File: config.mk
export PLATFORM = sky130hd
export DESIGN_NAME = csr_core_regs
export DESIGN_NICKNAME = d
export VERILOG_FILES = /design/src/rtl/csr_adder8.v /design/src/rtl/csr_core_regs.v
export VERILOG_INCLUDE_DIRS = /design/src /design/src/inc
export SDC_FILE = /design/constraint.sdc
export NUM_CORES = 1
export LEC_CHECK = 0
export BUFFER_PORTS_ARGS = -buffer_cell sky130_fd_sc_hd__buf_2
export CORE_ASPECT_RATIO = 1.25
export CORE_MARGIN = 4
export CORE_UTILIZATION = 42
export CTS_CLUSTER_DIAMETER = 120
export CTS_CLUSTER_SIZE = 24
export DETAILED_ROUTE_END_ITERATION = 8
export PLACE_DENSITY = 0.64
export SYNTH_ARGS = -nofsm -noshare
export SYNTH_HDL_FRONTEND = slang
export SYNTH_SLANG_ARGS = --single-unit
export TNS_END_PERCENT = 100
File: constraint.sdc
create_clock -name ref_clk_in -period 4.88 [get_ports ref_clk_in]
set_input_delay 0.244 -clock ref_clk_in [delete_from_list [all_inputs] [get_ports ref_clk_in]]
set_output_delay 0.244 -clock ref_clk_in [all_outputs]
set_load 0.03 [all_outputs]
File: src/inc/csr_defines.vh
// constants of the core special register set
// assumes inclusion by bare name from the design files
`ifndef CSR_DEFINES_VH
`define CSR_DEFINES_VH

// ****************************************
// core register offsets
// ****************************************
`define CSR_OFS_IND_A 7'h00
`define CSR_OFS_IND_B 7'h01
`define CSR_OFS_PC_LOW 7'h02
`define CSR_OFS_FLAGS 7'h03
`define CSR_OFS_PTRA_LO 7'h04
`define CSR_OFS_PTRA_HI 7'h05
`define CSR_OFS_PTRB_LO 7'h06
`define CSR_OFS_PTRB_HI 7'h07
`define CSR_OFS_BANK 7'h08
`define CSR_OFS_ACC 7'h09
`define CSR_OFS_PC_LATCH 7'h0a
`define CSR_CORE_LIMIT 7'h0c

// ****************************************
// flag bit positions
// ****************************************
`define CSR_BIT_TO 4
`define CSR_BIT_PD 3
`define CSR_BIT_Z 2
`define CSR_BIT_DC 1
`define CSR_BIT_C 0

// ****************************************
// reset values
// ****************************************
`define CSR_RST_BYTE 8'h00
`define CSR_RST_PTR 16'h0000
`define CSR_RST_PC 15'h0000
`define CSR_RST_LATCH 7'h00
`define CSR_RST_BANK 6'h00
`define CSR_RST_TO 1'b1
`define CSR_RST_PD 1'b1
`define CSR_RST_ARITH 1'b0

// ****************************************
// operation codes
// ****************************************
`define CSR_OP_MOVF 4'h0
`define CSR_OP_MOVWF 4'h1
`define CSR_OP_ADD_ACCUMULATOR_TO_FILE 4'h2
`define CSR_OP_SUBTRACT_ACCUMULATOR_FROM_FILE 4'h3
`define CSR_OP_ADD_LITERAL_TO_ACCUMULATOR 4'h4
`define CSR_OP_SUBTRACT_ACCUMULATOR_FROM_LITERAL 4'h5
`define CSR_OP_ROTATE_LEFT_THROUGH_CARRY 4'h6
`define CSR_OP_ROTATE_RIGHT_THROUGH_CARRY 4'h7
`define CSR_OP_ANDWF 4'h8
`define CSR_OP_CLEAR_WATCHDOG_INSTRUCTION 4'h9
`define CSR_OP_SLEEP 4'ha

`endif

File: src/rtl/csr_adder8.v
// eight bit adder with carry out of bit 7 and out of bit 3
// assumes the caller inverts the second operand for subtraction
`timescale 1ns/1ps
`default_nettype none

module csr_adder8 (
    // operands
    input wire [7:0] a_in,
    input wire [7:0] b_in,
    input wire cin_in,
    // result
    output wire [7:0] sum_out,
    output wire carry_out,
    output wire nib_carry_out
);

    wire [4:0] lo_sum;
    wire [4:0] hi_sum;

    assign lo_sum = {1'b0, a_in[3:0]} + {1'b0, b_in[3:0]} + {4'h0, cin_in};
    assign hi_sum = {1'b0, a_in[7:4]} + {1'b0, b_in[7:4]} + {4'h0, lo_sum[4]};
    assign sum_out = {hi_sum[3:0], lo_sum[3:0]};
    assign carry_out = hi_sum[4];
    assign nib_carry_out = lo_sum[4];

endmodule // csr_adder8

`default_nettype wire

File: src/rtl/csr_core_regs.v
// core special register set: pointers, flags, accumulator, bank, pc
// assumes a data memory with one cycle registered read and single-cycle write
`timescale 1ns/1ps
`default_nettype none
`include "csr_defines.vh"

// Notes on behaviour
// - access to port a really reaches memory at pointer a; port stores nothing.
// - access to port b really reaches memory at pointer b; port stores nothing.
// - pc low byte reads and writes pc bits 7:0, resets to zero.
// - timeout flag set at power-up, watchdog clear, sleep; cleared on watchdog timeout.
// - powerdown flag set at power-up and watchdog clear; cleared by sleep.
// - zero flag reflects zero result; cleared on power-on, kept on other resets.
// - nibble carry is carry out of bit 3 for add and subtract.
// - carry is carry out of bit 7 for add and subtract.
// - after subtraction carry flags read one when no borrow happened.
// - subtraction adds the two's complement of the second operand.
// - rotates through carry load carry with the bit shifted out.
// - pointer a is sixteen bits, reset zero, bytes written separately.
// - pointer b is sixteen bits, reset zero, bytes written separately.
// - bank select six bits gives address bits 12:7 of direct accesses.
// - memory reachable directly through bank or indirectly through pointers, except addresses with bits 15:13 zero and bits 6:0 below 0x0c.
// - pc high latch is seven bits, reset zero, buffers upper pc bits.
// - writing pc low byte copies the latch into pc bits 14:8.
// - pointer at an indirect port reads zero and suppresses the write.
// - pc is fifteen bits and cleared on every reset.
module csr_core_regs (
    // clock and resets
    input wire ref_clk_in,
    input wire rst_in,
    input wire other_reset_in,
    input wire wdt_timeout_in,
    // operation request
    input wire op_valid_in,
    input wire [3:0] op_code_in,
    input wire [6:0] file_addr_in,
    input wire dest_acc_in,
    input wire [7:0] literal_in,
    input wire pc_inc_in,
    // operation answer and state
    output reg busy_out,
    output reg done_out,
    output reg [7:0] result_out,
    output reg [7:0] acc_out,
    output reg [4:0] flags_out,
    output reg [14:0] pc_out,
    output reg [5:0] bank_out,
    // data memory
    output reg [15:0] mem_addr_out,
    output reg mem_rd_out,
    output reg mem_wr_out,
    output reg [7:0] mem_wdata_out,
    input wire [7:0] mem_rdata_in
);

    // ****************************************
    // state and registers
    // ****************************************
    localparam ST_IDLE = 2'd0;
    localparam ST_READ = 2'd1;
    localparam ST_EXEC = 2'd2;

    reg [1:0] state_r;
    reg [15:0] ptr_a_r;
    reg [15:0] ptr_b_r;
    reg [6:0] latch_r;
    reg [3:0] op_r;
    reg dest_acc_r;
    reg [7:0] opnd_r;
    reg src_ext_r;
    reg null_r;
    reg core_r;
    reg [6:0] core_addr_r;

    // ****************************************
    // address formation
    // ****************************************
    reg [15:0] ea_nxt;
    reg is_null;
    reg is_core;
    reg [7:0] core_rd;
    reg uses_file;
    reg reads_file;

    always @* begin
        if (file_addr_in == `CSR_OFS_IND_A) begin
            ea_nxt = ptr_a_r;
        end else if (file_addr_in == `CSR_OFS_IND_B) begin
            ea_nxt = ptr_b_r;
        end else begin
            ea_nxt = {3'h0, bank_out, file_addr_in};
        end
        is_null = (ea_nxt[15:13] == 3'h0) && (ea_nxt[6:1] == 6'h00);
        is_core = (ea_nxt[15:13] == 3'h0) && (ea_nxt[6:0] < `CSR_CORE_LIMIT);
        uses_file = (op_code_in != `CSR_OP_ADD_LITERAL_TO_ACCUMULATOR) && (op_code_in != `CSR_OP_SUBTRACT_ACCUMULATOR_FROM_LITERAL) &&
            (op_code_in != `CSR_OP_CLEAR_WATCHDOG_INSTRUCTION) && (op_code_in != `CSR_OP_SLEEP);
        reads_file = uses_file && (op_code_in != `CSR_OP_MOVWF);
    end

    // ****************************************
    // core register read decode
    // ****************************************
    always @* begin
        if (is_null) begin
            core_rd = `CSR_RST_BYTE;
        end else if (ea_nxt[6:0] == `CSR_OFS_PC_LOW) begin
            core_rd = pc_out[7:0];
        end else if (ea_nxt[6:0] == `CSR_OFS_FLAGS) begin
            core_rd = {3'h0, flags_out};
        end else if (ea_nxt[6:0] == `CSR_OFS_PTRA_LO) begin
            core_rd = ptr_a_r[7:0];
        end else if (ea_nxt[6:0] == `CSR_OFS_PTRA_HI) begin
            core_rd = ptr_a_r[15:8];
        end else if (ea_nxt[6:0] == `CSR_OFS_PTRB_LO) begin
            core_rd = ptr_b_r[7:0];
        end else if (ea_nxt[6:0] == `CSR_OFS_PTRB_HI) begin
            core_rd = ptr_b_r[15:8];
        end else if (ea_nxt[6:0] == `CSR_OFS_BANK) begin
            core_rd = {2'h0, bank_out};
        end else if (ea_nxt[6:0] == `CSR_OFS_ACC) begin
            core_rd = acc_out;
        end else if (ea_nxt[6:0] == `CSR_OFS_PC_LATCH) begin
            core_rd = {1'b0, latch_r};
        end else begin
            core_rd = `CSR_RST_BYTE;
        end
    end

    // ****************************************
    // execute datapath
    // ****************************************
    reg [7:0] opnd;
    reg is_sub;
    reg is_arith;
    reg [7:0] res;
    reg res_to_acc;
    reg res_to_file;
    reg upd_z;
    reg upd_c;
    reg new_c;
    wire [7:0] add_sum;
    wire add_c;
    wire add_dc;

    always @* begin
        opnd = src_ext_r ? mem_rdata_in : opnd_r;
        is_sub = (op_r == `CSR_OP_SUBTRACT_ACCUMULATOR_FROM_FILE) || (op_r == `CSR_OP_SUBTRACT_ACCUMULATOR_FROM_LITERAL);
        is_arith = is_sub || (op_r == `CSR_OP_ADD_ACCUMULATOR_TO_FILE) || (op_r == `CSR_OP_ADD_LITERAL_TO_ACCUMULATOR);
        res = opnd;
        upd_z = 1'b0;
        upd_c = 1'b0;
        new_c = add_c;
        res_to_acc = dest_acc_r;
        res_to_file = !dest_acc_r;
        if (is_arith) begin
            res = add_sum;
            upd_z = 1'b1;
            upd_c = 1'b1;
        end else if (op_r == `CSR_OP_MOVF) begin
            upd_z = 1'b1;
        end else if (op_r == `CSR_OP_MOVWF) begin
            res = acc_out;
            res_to_acc = 1'b0;
            res_to_file = 1'b1;
        end else if (op_r == `CSR_OP_ANDWF) begin
            res = opnd & acc_out;
            upd_z = 1'b1;
        end else if (op_r == `CSR_OP_ROTATE_LEFT_THROUGH_CARRY) begin
            res = {opnd[6:0], flags_out[`CSR_BIT_C]};
            upd_c = 1'b1;
            new_c = opnd[7];
        end else if (op_r == `CSR_OP_ROTATE_RIGHT_THROUGH_CARRY) begin
            res = {flags_out[`CSR_BIT_C], opnd[7:1]};
            upd_c = 1'b1;
            new_c = opnd[0];
        end else begin
            res_to_acc = 1'b0;
            res_to_file = 1'b0;
        end
        if ((op_r == `CSR_OP_ADD_LITERAL_TO_ACCUMULATOR) || (op_r == `CSR_OP_SUBTRACT_ACCUMULATOR_FROM_LITERAL)) begin
            res_to_acc = 1'b1;
            res_to_file = 1'b0;
        end
    end

    // subtraction as addition of the inverted operand plus one
    csr_adder8 u_adder (
        .a_in(opnd),
        .b_in(is_sub ? ~acc_out : acc_out),
        .cin_in(is_sub),
        .sum_out(add_sum),
        .carry_out(add_c),
        .nib_carry_out(add_dc)
    );

    wire exec_now = (state_r == ST_EXEC);
    wire core_wr = exec_now && res_to_file && core_r && !null_r;

    // ****************************************
    // sequencer and memory port
    // ****************************************
    always @(posedge ref_clk_in or posedge rst_in) begin
        if (rst_in) begin
            state_r <= ST_IDLE;
            op_r <= `CSR_OP_MOVF;
            dest_acc_r <= 1'b0;
            opnd_r <= `CSR_RST_BYTE;
            src_ext_r <= 1'b0;
            null_r <= 1'b0;
            core_r <= 1'b0;
            core_addr_r <= `CSR_OFS_IND_A;
            busy_out <= 1'b0;
            done_out <= 1'b0;
            result_out <= `CSR_RST_BYTE;
            mem_addr_out <= `CSR_RST_PTR;
            mem_rd_out <= 1'b0;
            mem_wr_out <= 1'b0;
            mem_wdata_out <= `CSR_RST_BYTE;
        end else if (other_reset_in) begin
            state_r <= ST_IDLE;
            busy_out <= 1'b0;
            done_out <= 1'b0;
            mem_rd_out <= 1'b0;
            mem_wr_out <= 1'b0;
        end else begin
            done_out <= 1'b0;
            mem_rd_out <= 1'b0;
            mem_wr_out <= 1'b0;
            case (state_r)
                ST_IDLE: begin
                    if (op_valid_in) begin
                        op_r <= op_code_in;
                        dest_acc_r <= dest_acc_in;
                        null_r <= uses_file && is_null;
                        core_r <= uses_file && is_core;
                        core_addr_r <= ea_nxt[6:0];
                        mem_addr_out <= ea_nxt;
                        busy_out <= 1'b1;
                        src_ext_r <= 1'b0;
                        opnd_r <= uses_file ? core_rd : literal_in;
                        if (reads_file && !is_core) begin
                            mem_rd_out <= 1'b1;
                            src_ext_r <= 1'b1;
                            state_r <= ST_READ;
                        end else begin
                            state_r <= ST_EXEC;
                        end
                    end
                end
                ST_READ: begin
                    state_r <= ST_EXEC;
                end
                ST_EXEC: begin
                    result_out <= res;
                    done_out <= 1'b1;
                    busy_out <= 1'b0;
                    if (res_to_file && !core_r && !null_r) begin
                        mem_wr_out <= 1'b1;
                        mem_wdata_out <= res;
                    end
                    state_r <= ST_IDLE;
                end
                default: begin
                    state_r <= ST_IDLE;
                end
            endcase
        end
    end

    // ****************************************
    // core registers and flags
    // ****************************************
    always @(posedge ref_clk_in or posedge rst_in) begin
        if (rst_in) begin
            ptr_a_r <= `CSR_RST_PTR;
            ptr_b_r <= `CSR_RST_PTR;
            latch_r <= `CSR_RST_LATCH;
            bank_out <= `CSR_RST_BANK;
            acc_out <= `CSR_RST_BYTE;
            pc_out <= `CSR_RST_PC;
            flags_out[`CSR_BIT_TO] <= `CSR_RST_TO;
            flags_out[`CSR_BIT_PD] <= `CSR_RST_PD;
            flags_out[`CSR_BIT_Z] <= `CSR_RST_ARITH;
            flags_out[`CSR_BIT_DC] <= `CSR_RST_ARITH;
            flags_out[`CSR_BIT_C] <= `CSR_RST_ARITH;
        end else if (other_reset_in) begin
            // arithmetic flags and power flags hold
            ptr_a_r <= `CSR_RST_PTR;
            ptr_b_r <= `CSR_RST_PTR;
            latch_r <= `CSR_RST_LATCH;
            bank_out <= `CSR_RST_BANK;
            acc_out <= `CSR_RST_BYTE;
            pc_out <= `CSR_RST_PC;
        end else begin
            if (pc_inc_in) begin
                pc_out <= pc_out + 15'h0001;
            end
            if (exec_now && res_to_acc) begin
                acc_out <= res;
            end
            if (core_wr) begin
                if (core_addr_r == `CSR_OFS_PC_LOW) begin
                    pc_out <= {latch_r, res};
                end else if (core_addr_r == `CSR_OFS_FLAGS) begin
                    flags_out[`CSR_BIT_Z] <= res[`CSR_BIT_Z];
                    flags_out[`CSR_BIT_DC] <= res[`CSR_BIT_DC];
                    flags_out[`CSR_BIT_C] <= res[`CSR_BIT_C];
                end else if (core_addr_r == `CSR_OFS_PTRA_LO) begin
                    ptr_a_r[7:0] <= res;
                end else if (core_addr_r == `CSR_OFS_PTRA_HI) begin
                    ptr_a_r[15:8] <= res;
                end else if (core_addr_r == `CSR_OFS_PTRB_LO) begin
                    ptr_b_r[7:0] <= res;
                end else if (core_addr_r == `CSR_OFS_PTRB_HI) begin
                    ptr_b_r[15:8] <= res;
                end else if (core_addr_r == `CSR_OFS_BANK) begin
                    bank_out <= res[5:0];
                end else if (core_addr_r == `CSR_OFS_ACC) begin
                    acc_out <= res;
                end else if (core_addr_r == `CSR_OFS_PC_LATCH) begin
                    latch_r <= res[6:0];
                end
            end
            if (exec_now && upd_z) begin
                flags_out[`CSR_BIT_Z] <= (res == 8'h00);
            end
            if (exec_now && upd_c) begin
                flags_out[`CSR_BIT_C] <= new_c;
            end
            if (exec_now && is_arith) begin
                flags_out[`CSR_BIT_DC] <= add_dc;
            end
            if (wdt_timeout_in) begin
                flags_out[`CSR_BIT_TO] <= 1'b0;
            end
            if (exec_now && (op_r == `CSR_OP_CLEAR_WATCHDOG_INSTRUCTION)) begin
                flags_out[`CSR_BIT_TO] <= 1'b1;
                flags_out[`CSR_BIT_PD] <= 1'b1;
            end
            if (exec_now && (op_r == `CSR_OP_SLEEP)) begin
                flags_out[`CSR_BIT_TO] <= 1'b1;
                flags_out[`CSR_BIT_PD] <= 1'b0;
            end
        end
    end

endmodule // csr_core_regs

`default_nettype wire

==> results of run 1 <==
## kinds of logic after synthesis
group / after synthesis
buffers and inverters: 77
adders and majority gates: 10
AOI/OAI and AO/OA: 241
and+or+nand+nor: 375
DFF: 127
muxes: 44
xor gates and xnor gates: 27
## routing by layer
metal  up-vias  part of all wire (%)
met5         -                     0
met4         0                   3.8
met3        54                   5.3
met2       275                    51
met1      3553                    40
li1       3379                     -
## Yosys cell counts, types with 7 or more instances
| master | instances | area [sq um] |
|---|---|---|
| nand2b_1 | 11 | 68.8 |
| mux2_2 | 7 | 78.8 |
| o21ai_1 | 9 | 45.0 |
| nor2_1 | 131 | 492 |
| dfrtp_1 | 125 | 3130 |
| inv_1 | 13 | 48.8 |
| xnor2_1 | 21 | 184 |
| mux2i_1 | 35 | 350 |
| o31ai_1 | 16 | 120 |
| nand2_1 | 116 | 435 |
| a31oi_1 | 7 | 43.8 |
| nor4_1 | 7 | 43.8 |
| nand3_1 | 22 | 110 |
| clkbuf_1 | 39 | 146 |
| nor2b_1 | 10 | 62.6 |
| a211oi_1 | 22 | 165 |
| buf_2 | 16 | 80.1 |
| nor3_1 | 22 | 110 |
| a21oi_1 | 72 | 360 |
| and3_1 | 10 | 62.6 |
| ha_1 | 7 | 87.6 |
| o211ai_1 | 9 | 67.6 |
| o21ai_0 | 47 | 235 |
## power breakdown
group | total, mW | internal, mW | leakage [nW] | switching (mW)
sequential | 1.37 | 1.21 | 1.69 | 0.160
clock | 1.20 | 0.750 | 0.268 | 0.452
combinational | 1.36 | 0.414 | 2.20 | 0.947
## final timing paths
check	start	to	slack (ps)	depth (start not counted)
max	op_r[1]$_DFFE_PP0P_	flags_out[2]$_DFFE_PP0P_	530	16
min	dest_acc_in	dest_acc_r$_DFFE_PP0P_	20	3
max reg2reg	op_r[1]$_DFFE_PP0P_	flags_out[2]$_DFFE_PP0P_	530	16
min reg2reg	mem_addr_out[15]$_DFFE_PP0P_	mem_addr_out[15]$_DFFE_PP0P_	470	2
max in group asynchronous	rst_in	ptr_b_r[5]$_DFFE_PP0P_	3600	3
min in group asynchronous	rst_in	acc_out[1]$_DFF_PP0_	70	2
## state kept, by name, summed over array words and instances (netlist names), 2 cells and up
name,flops
pc_out,15
bank_out,6
mem_wdata_out,8
flags_out,5
latch_r,7
acc_out,8
mem_addr_out,16
result_out,8
op_r,4
opnd_r,8
ptr_b_r,16
ptr_a_r,16
state_r,2
## layout make-up
class	instances	area share (%)
timing repair buffer	121	7.32
tap	228	3.21
multi-input combinational	697	47.0
clock inverter	8	1.04
sequential	127	35.8
inverter	14	0.619
clock buffer	21	5.07
## worst register-to-register path: cells and delay by family, from the launching register on
kind	cells	cell delay [ps]
flip-flops	1	390
AO/OA/AOI/OAI	3	520
XOR/XNOR	3	600
AND/OR/NAND/NOR	6	1230
adder cells (fa/ha/maj)	3	1330
buffers and inverters	1	190
## per-stage QoR
step	power, mW	hold WS (ps)
6_report	3.94	20.4
5_1_grt	4.13	60.6
4_1_cts	3.95	17.5
3_5_place_dp	2.74	462
3_3_place_gp	2.74	449
2_1_floorplan	2.23	349
==> impl_metrics.yaml, run 1 <==
outcome:
  status: "completed"
clocking:
  clock-sinks: 127
  max-clock-path-buffers: 2
  clkTransAtPathRegs_ps: 60
  ctsHtreeMaxLevel: 4
  insertion_delay_ps: 420
  root_buffer: "clkbuf_16"
  tritoncts: "yes"
  cts_hold_buf: 0
  cts-resized-gates: 0
  cts-buffers-inserted: 17
  post_cts_buffers: 0
placement:
  dpl-instance-area_sq_um: 8350
  routabilityCongestion: 0.968
  portBuffers: 103
  dpl.cell_count: 1187
  dp_hpwl_microns: 18300
  place_ws_ps: 570
synth:
  synth-xor-area-share_pct: 3.08
  synth_top_family_by_area: "simple AND/OR/NAND/NOR gates"
  avgSynthCellArea_sq_um: 8.53
  syn-instance-count: 901
  synth.area.mux_share_pct: 5.97
  synthAdderAreaFrac_pct: 1.92
  ys.flop_type: "dfrtp_1"
  synth-edff-count: 0
  yosysSeqAreaShare_pct: 41.4
  synth_compound_area_share_pct: 20.6
  ys_types: 83
  synth_seq_cells: 127
  yosys_warnings: 0
  yosys.area_share.simple_pct: 22.7
  syn-num-nets: 945
  async_reset_ff_share_pct: 100
  netlist_area_sq_um: 7690
global_route:
  use_met2_pct: 42.3
  grt_max_degree: 82
  grt-ovfl-total: 0
  grt_usage_pct: 25.0
  grtUsageMet1_pct: 31.5
  grt_pass1_wl_microns: 40100
  antenna_found_initial: 0
  grt-busiest-layer: "met2"
  grt_pass1_vias: 7117
  met3_usage_pct: 3.69
floorplan:
  rows: 55
  core_area_sq_um: 18000
  die_w_microns: 129
  die_y_microns: 159
  io_pins: 104
  start_util_pct: 42.6
  dieArea_sq_um: 20500
worst_setup_path:
  cpLargestDelayFamily: "adder cells"
  crit_arrival_ps: 4690
  cp_num_buf_inv: 1
  end_kind: "flip-flop"
  cp_cell_sequence: "xnor2_1 > nor2_1 > nand2_1 > xnor2_1 > ha_1 > nor2b_1 > o21ai_0 > nand2b_1 > fa_1 > fa_1 > xor2_1 > a222oi_1 > buf_4 > nand4_1 > or4_1 > a21oi_1"
  crit_slowest_cell: "fa_1"
  cp_max_fo: 7
  cp_slowest_stage_delay_ps: 490
  startpoint_type: "flip-flop"
  path_class: "flip-flop to flip-flop"
  crit_required_ps: 5220
cells_and_area:
  drive_gt1_share_pct: 17.9
  antenna_cells: 0
  regArea_sq_um: 3180
  layout.nets: 1022
  final_cell_mix: "nor2_1, dfrtp_1, nand2_1"
  final_cell_count_no_fill: 1216
  final_util_pct: 49.3
  syn_to_final_growth_pct: 15.6
  final_cell_area_sq_um: 8890
  fillers: 1792
  layout_commonest_cell: "nor2_1"
  multi_input_area_sq_um: 4180
sta:
  fin_ws_ps: 527
  slew_headroom_pct: 19.1
  setup_viol_count_final: 0
  rsz0062_at_grt: "no"
  worst_pin_slew_ps: 1210
  drv_slew: 0
  clock.fmax_ghz: 0.230
  fin_skew_ps: 13.0
  hold_violations: 0
  fin_setup_tns_ps: 0
  period_needed_ps: 4350
  fin_crit_sh_pct: 89.2
run:
  maxCapViolations: 0
detailed_routing:
  drc: 0
  drtIter0Drc: 636
  wl_microns: 25500
  first_pass_iters: 5
  ant_nets: 0
  vias: 7261
  wl_per_cell_microns: 21.0
  routed_via_density: 5.97
power:
  ir_drop_mv: 0.262
  p_leak_nw: 4.15
  p_per_area_nw_per_um2: 443
worst_hold_path:
  hp-class: "input port to flip-flop"
Note: power is estimated with default switching activity, not from simulation.
==> inputs of run 2 (changes only) <==
--- a/config.mk
+++ b/config.mk
@@ -11,9 +11,9 @@
 export CORE_MARGIN = 4
 export CORE_UTILIZATION = 42
 export CTS_CLUSTER_DIAMETER = 120
-export CTS_CLUSTER_SIZE = 24
+export CTS_CLUSTER_SIZE = 10
 export DETAILED_ROUTE_END_ITERATION = 8
-export PLACE_DENSITY = 0.64
+export PLACE_DENSITY = 0.67
 export SYNTH_ARGS = -nofsm -noshare
 export SYNTH_HDL_FRONTEND = slang
 export SYNTH_SLANG_ARGS = --single-unit
==> constraint.sdc (replaced) <==
create_clock -name ref_clk_in -period 3.7 [get_ports ref_clk_in]
set_input_delay 0.185 -clock ref_clk_in [delete_from_list [all_inputs] [get_ports ref_clk_in]]
set_output_delay 0.185 -clock ref_clk_in [all_outputs]
set_load 0.03 [all_outputs]
==> run 2 against run 1 <==
Net effect:
- largest cell class unchanged
- via count up 1.5%
- clock power increased by 44%
- fmax up 19%
- highest routed layer unchanged
- clock-buffer cell count is 2 higher
- global-route usage grew 0.075 points
- flip-flop and latch count unchanged
- largest power group is now combinational cells
- clock skew increased by 2.3 ps
- combinational power increased by 40%
==> impl_metrics.yaml, run 2 (synthesis gave the netlist of run 1 again) <==
clocking:
  cts-buffers-inserted: 17
  tritoncts: "yes"
  root_buffer: "clkbuf_16"
  clkTransAtPathRegs_ps: 60
  clock-sinks: 127
  max-clock-path-buffers: 2
  insertion_delay_ps: 430
  ctsHtreeMaxLevel: 4
worst_setup_path:
  worstRegToRegCells: 16
  end_kind: "flip-flop"
  worstSetupStartpoint: "op_r[1]$_DFFE_PP0P_"
  path_class: "flip-flop to flip-flop"
  crit_arrival_ps: 4010
  cp_max_fo: 5
  reg2reg_from: "op_r[1]$_DFFE_PP0P_"
  r2r_slack_ps: 30
  worstSetupEndpoint: "flags_out[2]$_DFFE_PP0P_"
  startpoint_type: "flip-flop"
  worstReg2RegEnd: "flags_out[2]$_DFFE_PP0P_"
  crit_required_ps: 4050
sta:
  slew_headroom_pct: 23.6
  fin_setup_tns_ps: 0
  worst_pin_slew_ps: 1150
  setup_viol_count_final: 0
  period_needed_ps: 3670
  rsz0062_at_grt: "yes"
  fin_skew_ps: 15.3
  fin_ws_ps: 34.2
  clock.fmax_ghz: 0.273
  fin_crit_sh_pct: 99.1
  drv_slew: 0
  holdWs_ps: 19.8
  hold_violations: 0
power:
  finalPower_mw: 5.46
  p_per_area_nw_per_um2: 593
  ir_drop_mv: 0.343
  p_leak_nw: 4.30
detailed_routing:
  wl_microns: 26000
  ant_nets: 0
  routed_via_density: 5.95
  drtIter0Drc: 819
  vias: 7371
  drc: 0
  wl_per_cell_microns: 21.0
  first_pass_iters: 6
global_route:
  grt_pass1_wl_microns: 39900
  grt_pass1_vias: 7126
  grt_max_degree: 69
  grt-ovfl-total: 0
  grt_usage_pct: 25.1
  antenna_found_initial: 0
cells_and_area:
  reg_top3: "mem_addr_out (16), ptr_a_r (16), ptr_b_r (16)"
  final_cell_mix: "nor2_1, dfrtp_1, nand2_1"
  antenna_cells: 0
  final_util_pct: 51.1
  layout.nets: 1042
  layout_commonest_cell: "nor2_1"
  drive_gt1_share_pct: 20.9
  syn_to_final_growth_pct: 19.8
floorplan:
  start_util_pct: 42.6
  rows: 55
  die_w_microns: 129
  core_area_sq_um: 18000
  die_y_microns: 159
  io_pins: 104
  dieArea_sq_um: 20500
worst_hold_path:
  hp-class: "input port to flip-flop"
  hold_depth: 3
placement:
  dp_hpwl_microns: 18900
  routabilityCongestion: 0.972
  place_ws_ps: -0.239
  portBuffers: 103
outcome:
  status: "completed"
run:
  maxCapViolations: 0
run 2: metrics by stage:
stage | area (sq um) | std cells
2_1_floorplan | 7750 | 901
3_3_place_gp | 8540 | 1203
3_5_place_dp | 8540 | 1203
4_1_cts | 9170 | 1237
5_1_grt | 9210 | 1239
6_report | 9210 | 1239
run 2: critical path: stages (launching register included):
cell      delay (ps)
dfrtp_2          440
xnor2_4          160
nor2_4           140
nand2_4          100
xnor2_4          190
ha_4             240
nor2b_1          130
o21ai_1          110
nand2b_1         110
fa_2             370
fa_2             360
xor2_1           170
a222oi_1         260
buf_4            180
nand4_1           70
or4_4            430
a21oi_2          120
run 2: timing repair:
| action | in CTS | in global routing |
|---|---|---|
| buffers inserted | 0 | 2 |
| hold endpoints to repair | 67 | 0 |
| hold buffers | 2 | 0 |
| pin swaps | 1 | 1 |
| gates resized for setup | 0 | 7 |
| endpoints found under the setup margin | 2 | 8 |
run 2: power by group:
part           switching (mW)  total (mW)  internal (mW)
clock network           0.620        1.73           1.11
registers               0.217        1.82           1.60
logic                    1.29        1.91          0.622
total                    2.13        5.46           3.33
run 2: final cells by class:
class | count | area (sq um)
multi-input cells | 697 | 4260
fillers | 1726 | 8820
clock inverters | 9 | 133
flip-flops and latches | 127 | 3180
well taps | 228 | 285
repair buffers | 141 | 818
inverters | 14 | 55.1
clock buffers | 23 | 478
run 2: how the worst min path moves through the flow:
| stage | start | to | slack [ps] |
|---|---|---|---|
| final | op_code_in[3] | op_r[3]$_DFFE_PP0P_ | 20 |
| after global routing | op_code_in[3] | op_r[3]$_DFFE_PP0P_ | 40 |
| after CTS | op_code_in[2] | op_r[2]$_DFFE_PP0P_ | 20 |
| after detailed placement | rst_in | pc_out[2]$_DFF_PP0_ | 420 |
| after global placement | dest_acc_in | dest_acc_r$_DFFE_PP0P_ | 410 |
| after floorplan | op_code_in[2] | op_r[2]$_DFFE_PP0P_ | 290 |
run 2: per-layer routing:
layer | global-route usage [%] | part of all wire [%]
met2 | 42.1 | 50
met5 | 0 | 0
met3 | 3.72 | 5.9
met1 | 30.8 | 39
met4 | 13.1 | 5.1
==> inputs of run 3 (changes only) <==
--- a/config.mk
+++ b/config.mk
@@ -6,6 +6,7 @@
 export SDC_FILE = /design/constraint.sdc
 export NUM_CORES = 1
 export LEC_CHECK = 0
+export ABC_AREA = 1
 export BUFFER_PORTS_ARGS = -buffer_cell sky130_fd_sc_hd__buf_2
 export CORE_ASPECT_RATIO = 1.25
 export CORE_MARGIN = 4
==> run 3 against run 2 <==
Net effect:
- sequential share of layout area is 0.31 points higher
- synthesized cell count increased by 12%
- core utilization up 0.84 points
- cell area decreased by 0.96%
- via count up 0.14%
- critical path type unchanged
- fmax grew 5.3%
- sequential power rose by 9.9%
- critical path depth rose by 4
- synthesized area down 1.7%
- first-iteration DRC count decreased by 30%
==> impl_metrics.yaml, run 3 <==
synth:
  ys_types: 56
  yosys.area.top_type: "dfrtp_1"
  yosysSeqAreaShare_pct: 42.1
  syn-num-nets: 1055
  synth_seq_cells: 127
  synth-edff-count: 0
  yosys_warnings: 0
  avgSynthCellArea_sq_um: 7.48
  netlist_area_sq_um: 7560
  syn-instance-count: 1011
  netlist_top_cells_count: "nand2_1, dfrtp_1, inv_1"
  ys.flop_type: "dfrtp_1"
  yosysTopAreaCellShare_pct: 41.4
  netlist_top_cells_area: "dfrtp_1, nand2_1, o21ai_0"
  async_reset_ff_share_pct: 100
  yosysMostFrequentCell: "nand2_1"
power:
  swShare_pct: 41.1
  pwr-share-clk_pct: 29.7
  p_int_mw: 3.41
  p_leak_nw: 4.55
  p_per_area_nw_per_um2: 634
  p_comb_share_pct: 35.8
  power_frac_seq_pct: 34.5
  netSwitchingPower_mw: 2.38
  ir_drop_mv: 0.347
cells_and_area:
  multi_input_area_sq_um: 3760
  layout_commonest_cell: "nand2_1"
  layout.nets: 1186
  reg_top3: "mem_addr_out (16), ptr_a_r (16), ptr_b_r (16)"
  final_cell_mix: "nand2_1, dfrtp_1, inv_1"
  syn_to_final_growth_pct: 20.7
  regArea_sq_um: 3180
  final_cell_area_sq_um: 9120
  final_util_pct: 51.9
  final_cell_count_no_fill: 1379
  drive_gt1_share_pct: 21.0
  fillers: 1736
  antenna_cells: 0
worst_setup_path:
  path_class: "flip-flop to flip-flop"
  r2r_slack_ps: 220
  crit_arrival_ps: 3830
  crit_required_ps: 4050
  worstSetupStartpoint: "op_r[2]$_DFFE_PP0P_"
  worstReg2RegEnd: "flags_out[2]$_DFFE_PP0P_"
  worstRegToRegCells: 20
  worstSetupEndpoint: "flags_out[2]$_DFFE_PP0P_"
  end_kind: "flip-flop"
  startpoint_type: "flip-flop"
  cp_max_fo: 6
  reg2reg_from: "op_r[2]$_DFFE_PP0P_"
placement:
  dp_hpwl_microns: 18400
  portBuffers: 103
  routabilityCongestion: 0.943
  dpl-instance-area_sq_um: 8420
  dpl.cell_count: 1340
clocking:
  insertion_delay_ps: 440
  max-clock-path-buffers: 2
  clock-sinks: 127
  tritoncts: "yes"
  cts-buffers-inserted: 17
  clkTransAtPathRegs_ps: 60
  ctsHtreeMaxLevel: 4
  root_buffer: "clkbuf_16"
global_route:
  grt_usage_pct: 24.8
  grt_pass1_wl_microns: 38800
  grt_max_degree: 49
  grt_pass1_vias: 7209
  antenna_found_initial: 0
  grt-ovfl-total: 0
detailed_routing:
  drc: 0
  routed_via_density: 5.35
  vias: 7381
  first_pass_iters: 5
  wl_microns: 24500
  drtIter0Drc: 571
  ant_nets: 0
  wl_per_cell_microns: 17.7
sta:
  fin_crit_sh_pct: 94.1
  fin_skew_ps: 12.7
  slew_headroom_pct: 29.4
  drv_slew: 0
  fin_setup_tns_ps: 0
  worst_pin_slew_ps: 1050
  setup_viol_count_final: 0
  clock.fmax_ghz: 0.287
  period_needed_ps: 3480
  hold_violations: 0
floorplan:
  start_util_pct: 43.0
  die_y_microns: 158
  rows: 54
  core_area_sq_um: 17600
  io_pins: 104
  die_w_microns: 128
  dieArea_sq_um: 20200
worst_hold_path:
  hp-class: "input port to flip-flop"
run:
  maxCapViolations: 0
outcome:
  status: "completed"
run 3: changes by cell type in the layout (fill, tap and decap cells not counted), moves of 20 or more:
cell / delta
nor2_1: -40
mux2i_1: -35
nand3_1: +32
a211oi_1: -20
o21ai_1: +30
o21ai_0: +43
nand2_1: +130
inv_1: +105
run 3: worst min path at each step:
stage,to,from,cells after the start
after global placement,mem_addr_out[4]$_DFFE_PP0P_,rst_in,2
final,op_r[2]$_DFFE_PP0P_,op_code_in[2],3
after CTS,op_r[2]$_DFFE_PP0P_,op_code_in[2],3
after detailed placement,mem_addr_out[4]$_DFFE_PP0P_,rst_in,2
after floorplan,done_out$_DFF_PP0_,other_reset_in,1
after global routing,op_r[2]$_DFFE_PP0P_,op_code_in[2],3
run 3: layout make-up:
class | count | area share [%]
timing repair buffer | 138 | 8.68
clock inverter | 13 | 1.69
tap | 224 | 3.07
clock buffer | 19 | 4.86
sequential | 127 | 34.9
inverter | 133 | 5.53
multi-input combinational | 725 | 41.3
run 3: per-layer routing:
layer / up-vias / GRT usage (%) / wire length [microns]
met5: - / 0 / 0
met4: 0 / 10.4 / 746
met3: 52 / 4.45 / 1350
met2: 257 / 42.8 / 12400
met1: 3503 / 30.7 / 9990
li1: 3569 / - / -
run 3: cells by family after synthesis:
family	count (synthesis)	share of synthesized area (%)
and+or+nand+nor	449	26.3
AOI/OAI and AO/OA	240	18.0
buffers and inverters	159	8.56
DFF	127	42.1
xor gates and xnor gates	22	2.55
adders and majority gates	10	1.95
muxes	4	0.596
run 3: power groups by stage:
stage                     logic [mW]  clock network, mW  registers, mW
after floorplan                 1.00                  0           2.28
after global placement          1.99                  0           2.01
after detailed placement        2.02                  0           2.01
after CTS                       2.04               1.73           1.99
after global routing            2.27               1.79           2.03
final                           2.07               1.72           2.00
run 3: what timing repair did:
item                                    in CTS  in global routing
pin swaps                                    0                  2
cloned                                       0                  0
gates resized for setup                      4                 11
buffers inserted                             0                  3
hold buffers                                 4                  0
endpoints found under the setup margin       7                 20
hold endpoints to repair                    48                  0
run 3: metrics by stage:
step	setup slack [ps]	hold WS, ps	power (mW)
3_3_place_gp	47.0	321	4.01
5_1_grt	-7.69	50.8	6.10
4_1_cts	32.0	24.8	5.76
6_report	219	32.8	5.79
3_5_place_dp	-94.3	319	4.03
2_1_floorplan	134	274	3.29
run 3: worst max-delay path, stage by stage (launching register included):
cell	delay [ps]
dfrtp_1	420
nor2_2	140
inv_1	80
o22ai_2	160
buf_6	160
xor2_1	170
ha_1	260
inv_1	60
nor2_1	40
nor2_1	110
o21bai_2	90
fa_2	420
fa_2	410
xnor2_1	160
nand2_1	60
a21boi_1	150
inv_2	110
nand2_1	60
nor2_1	100
nand3_1	90
a21boi_1	150
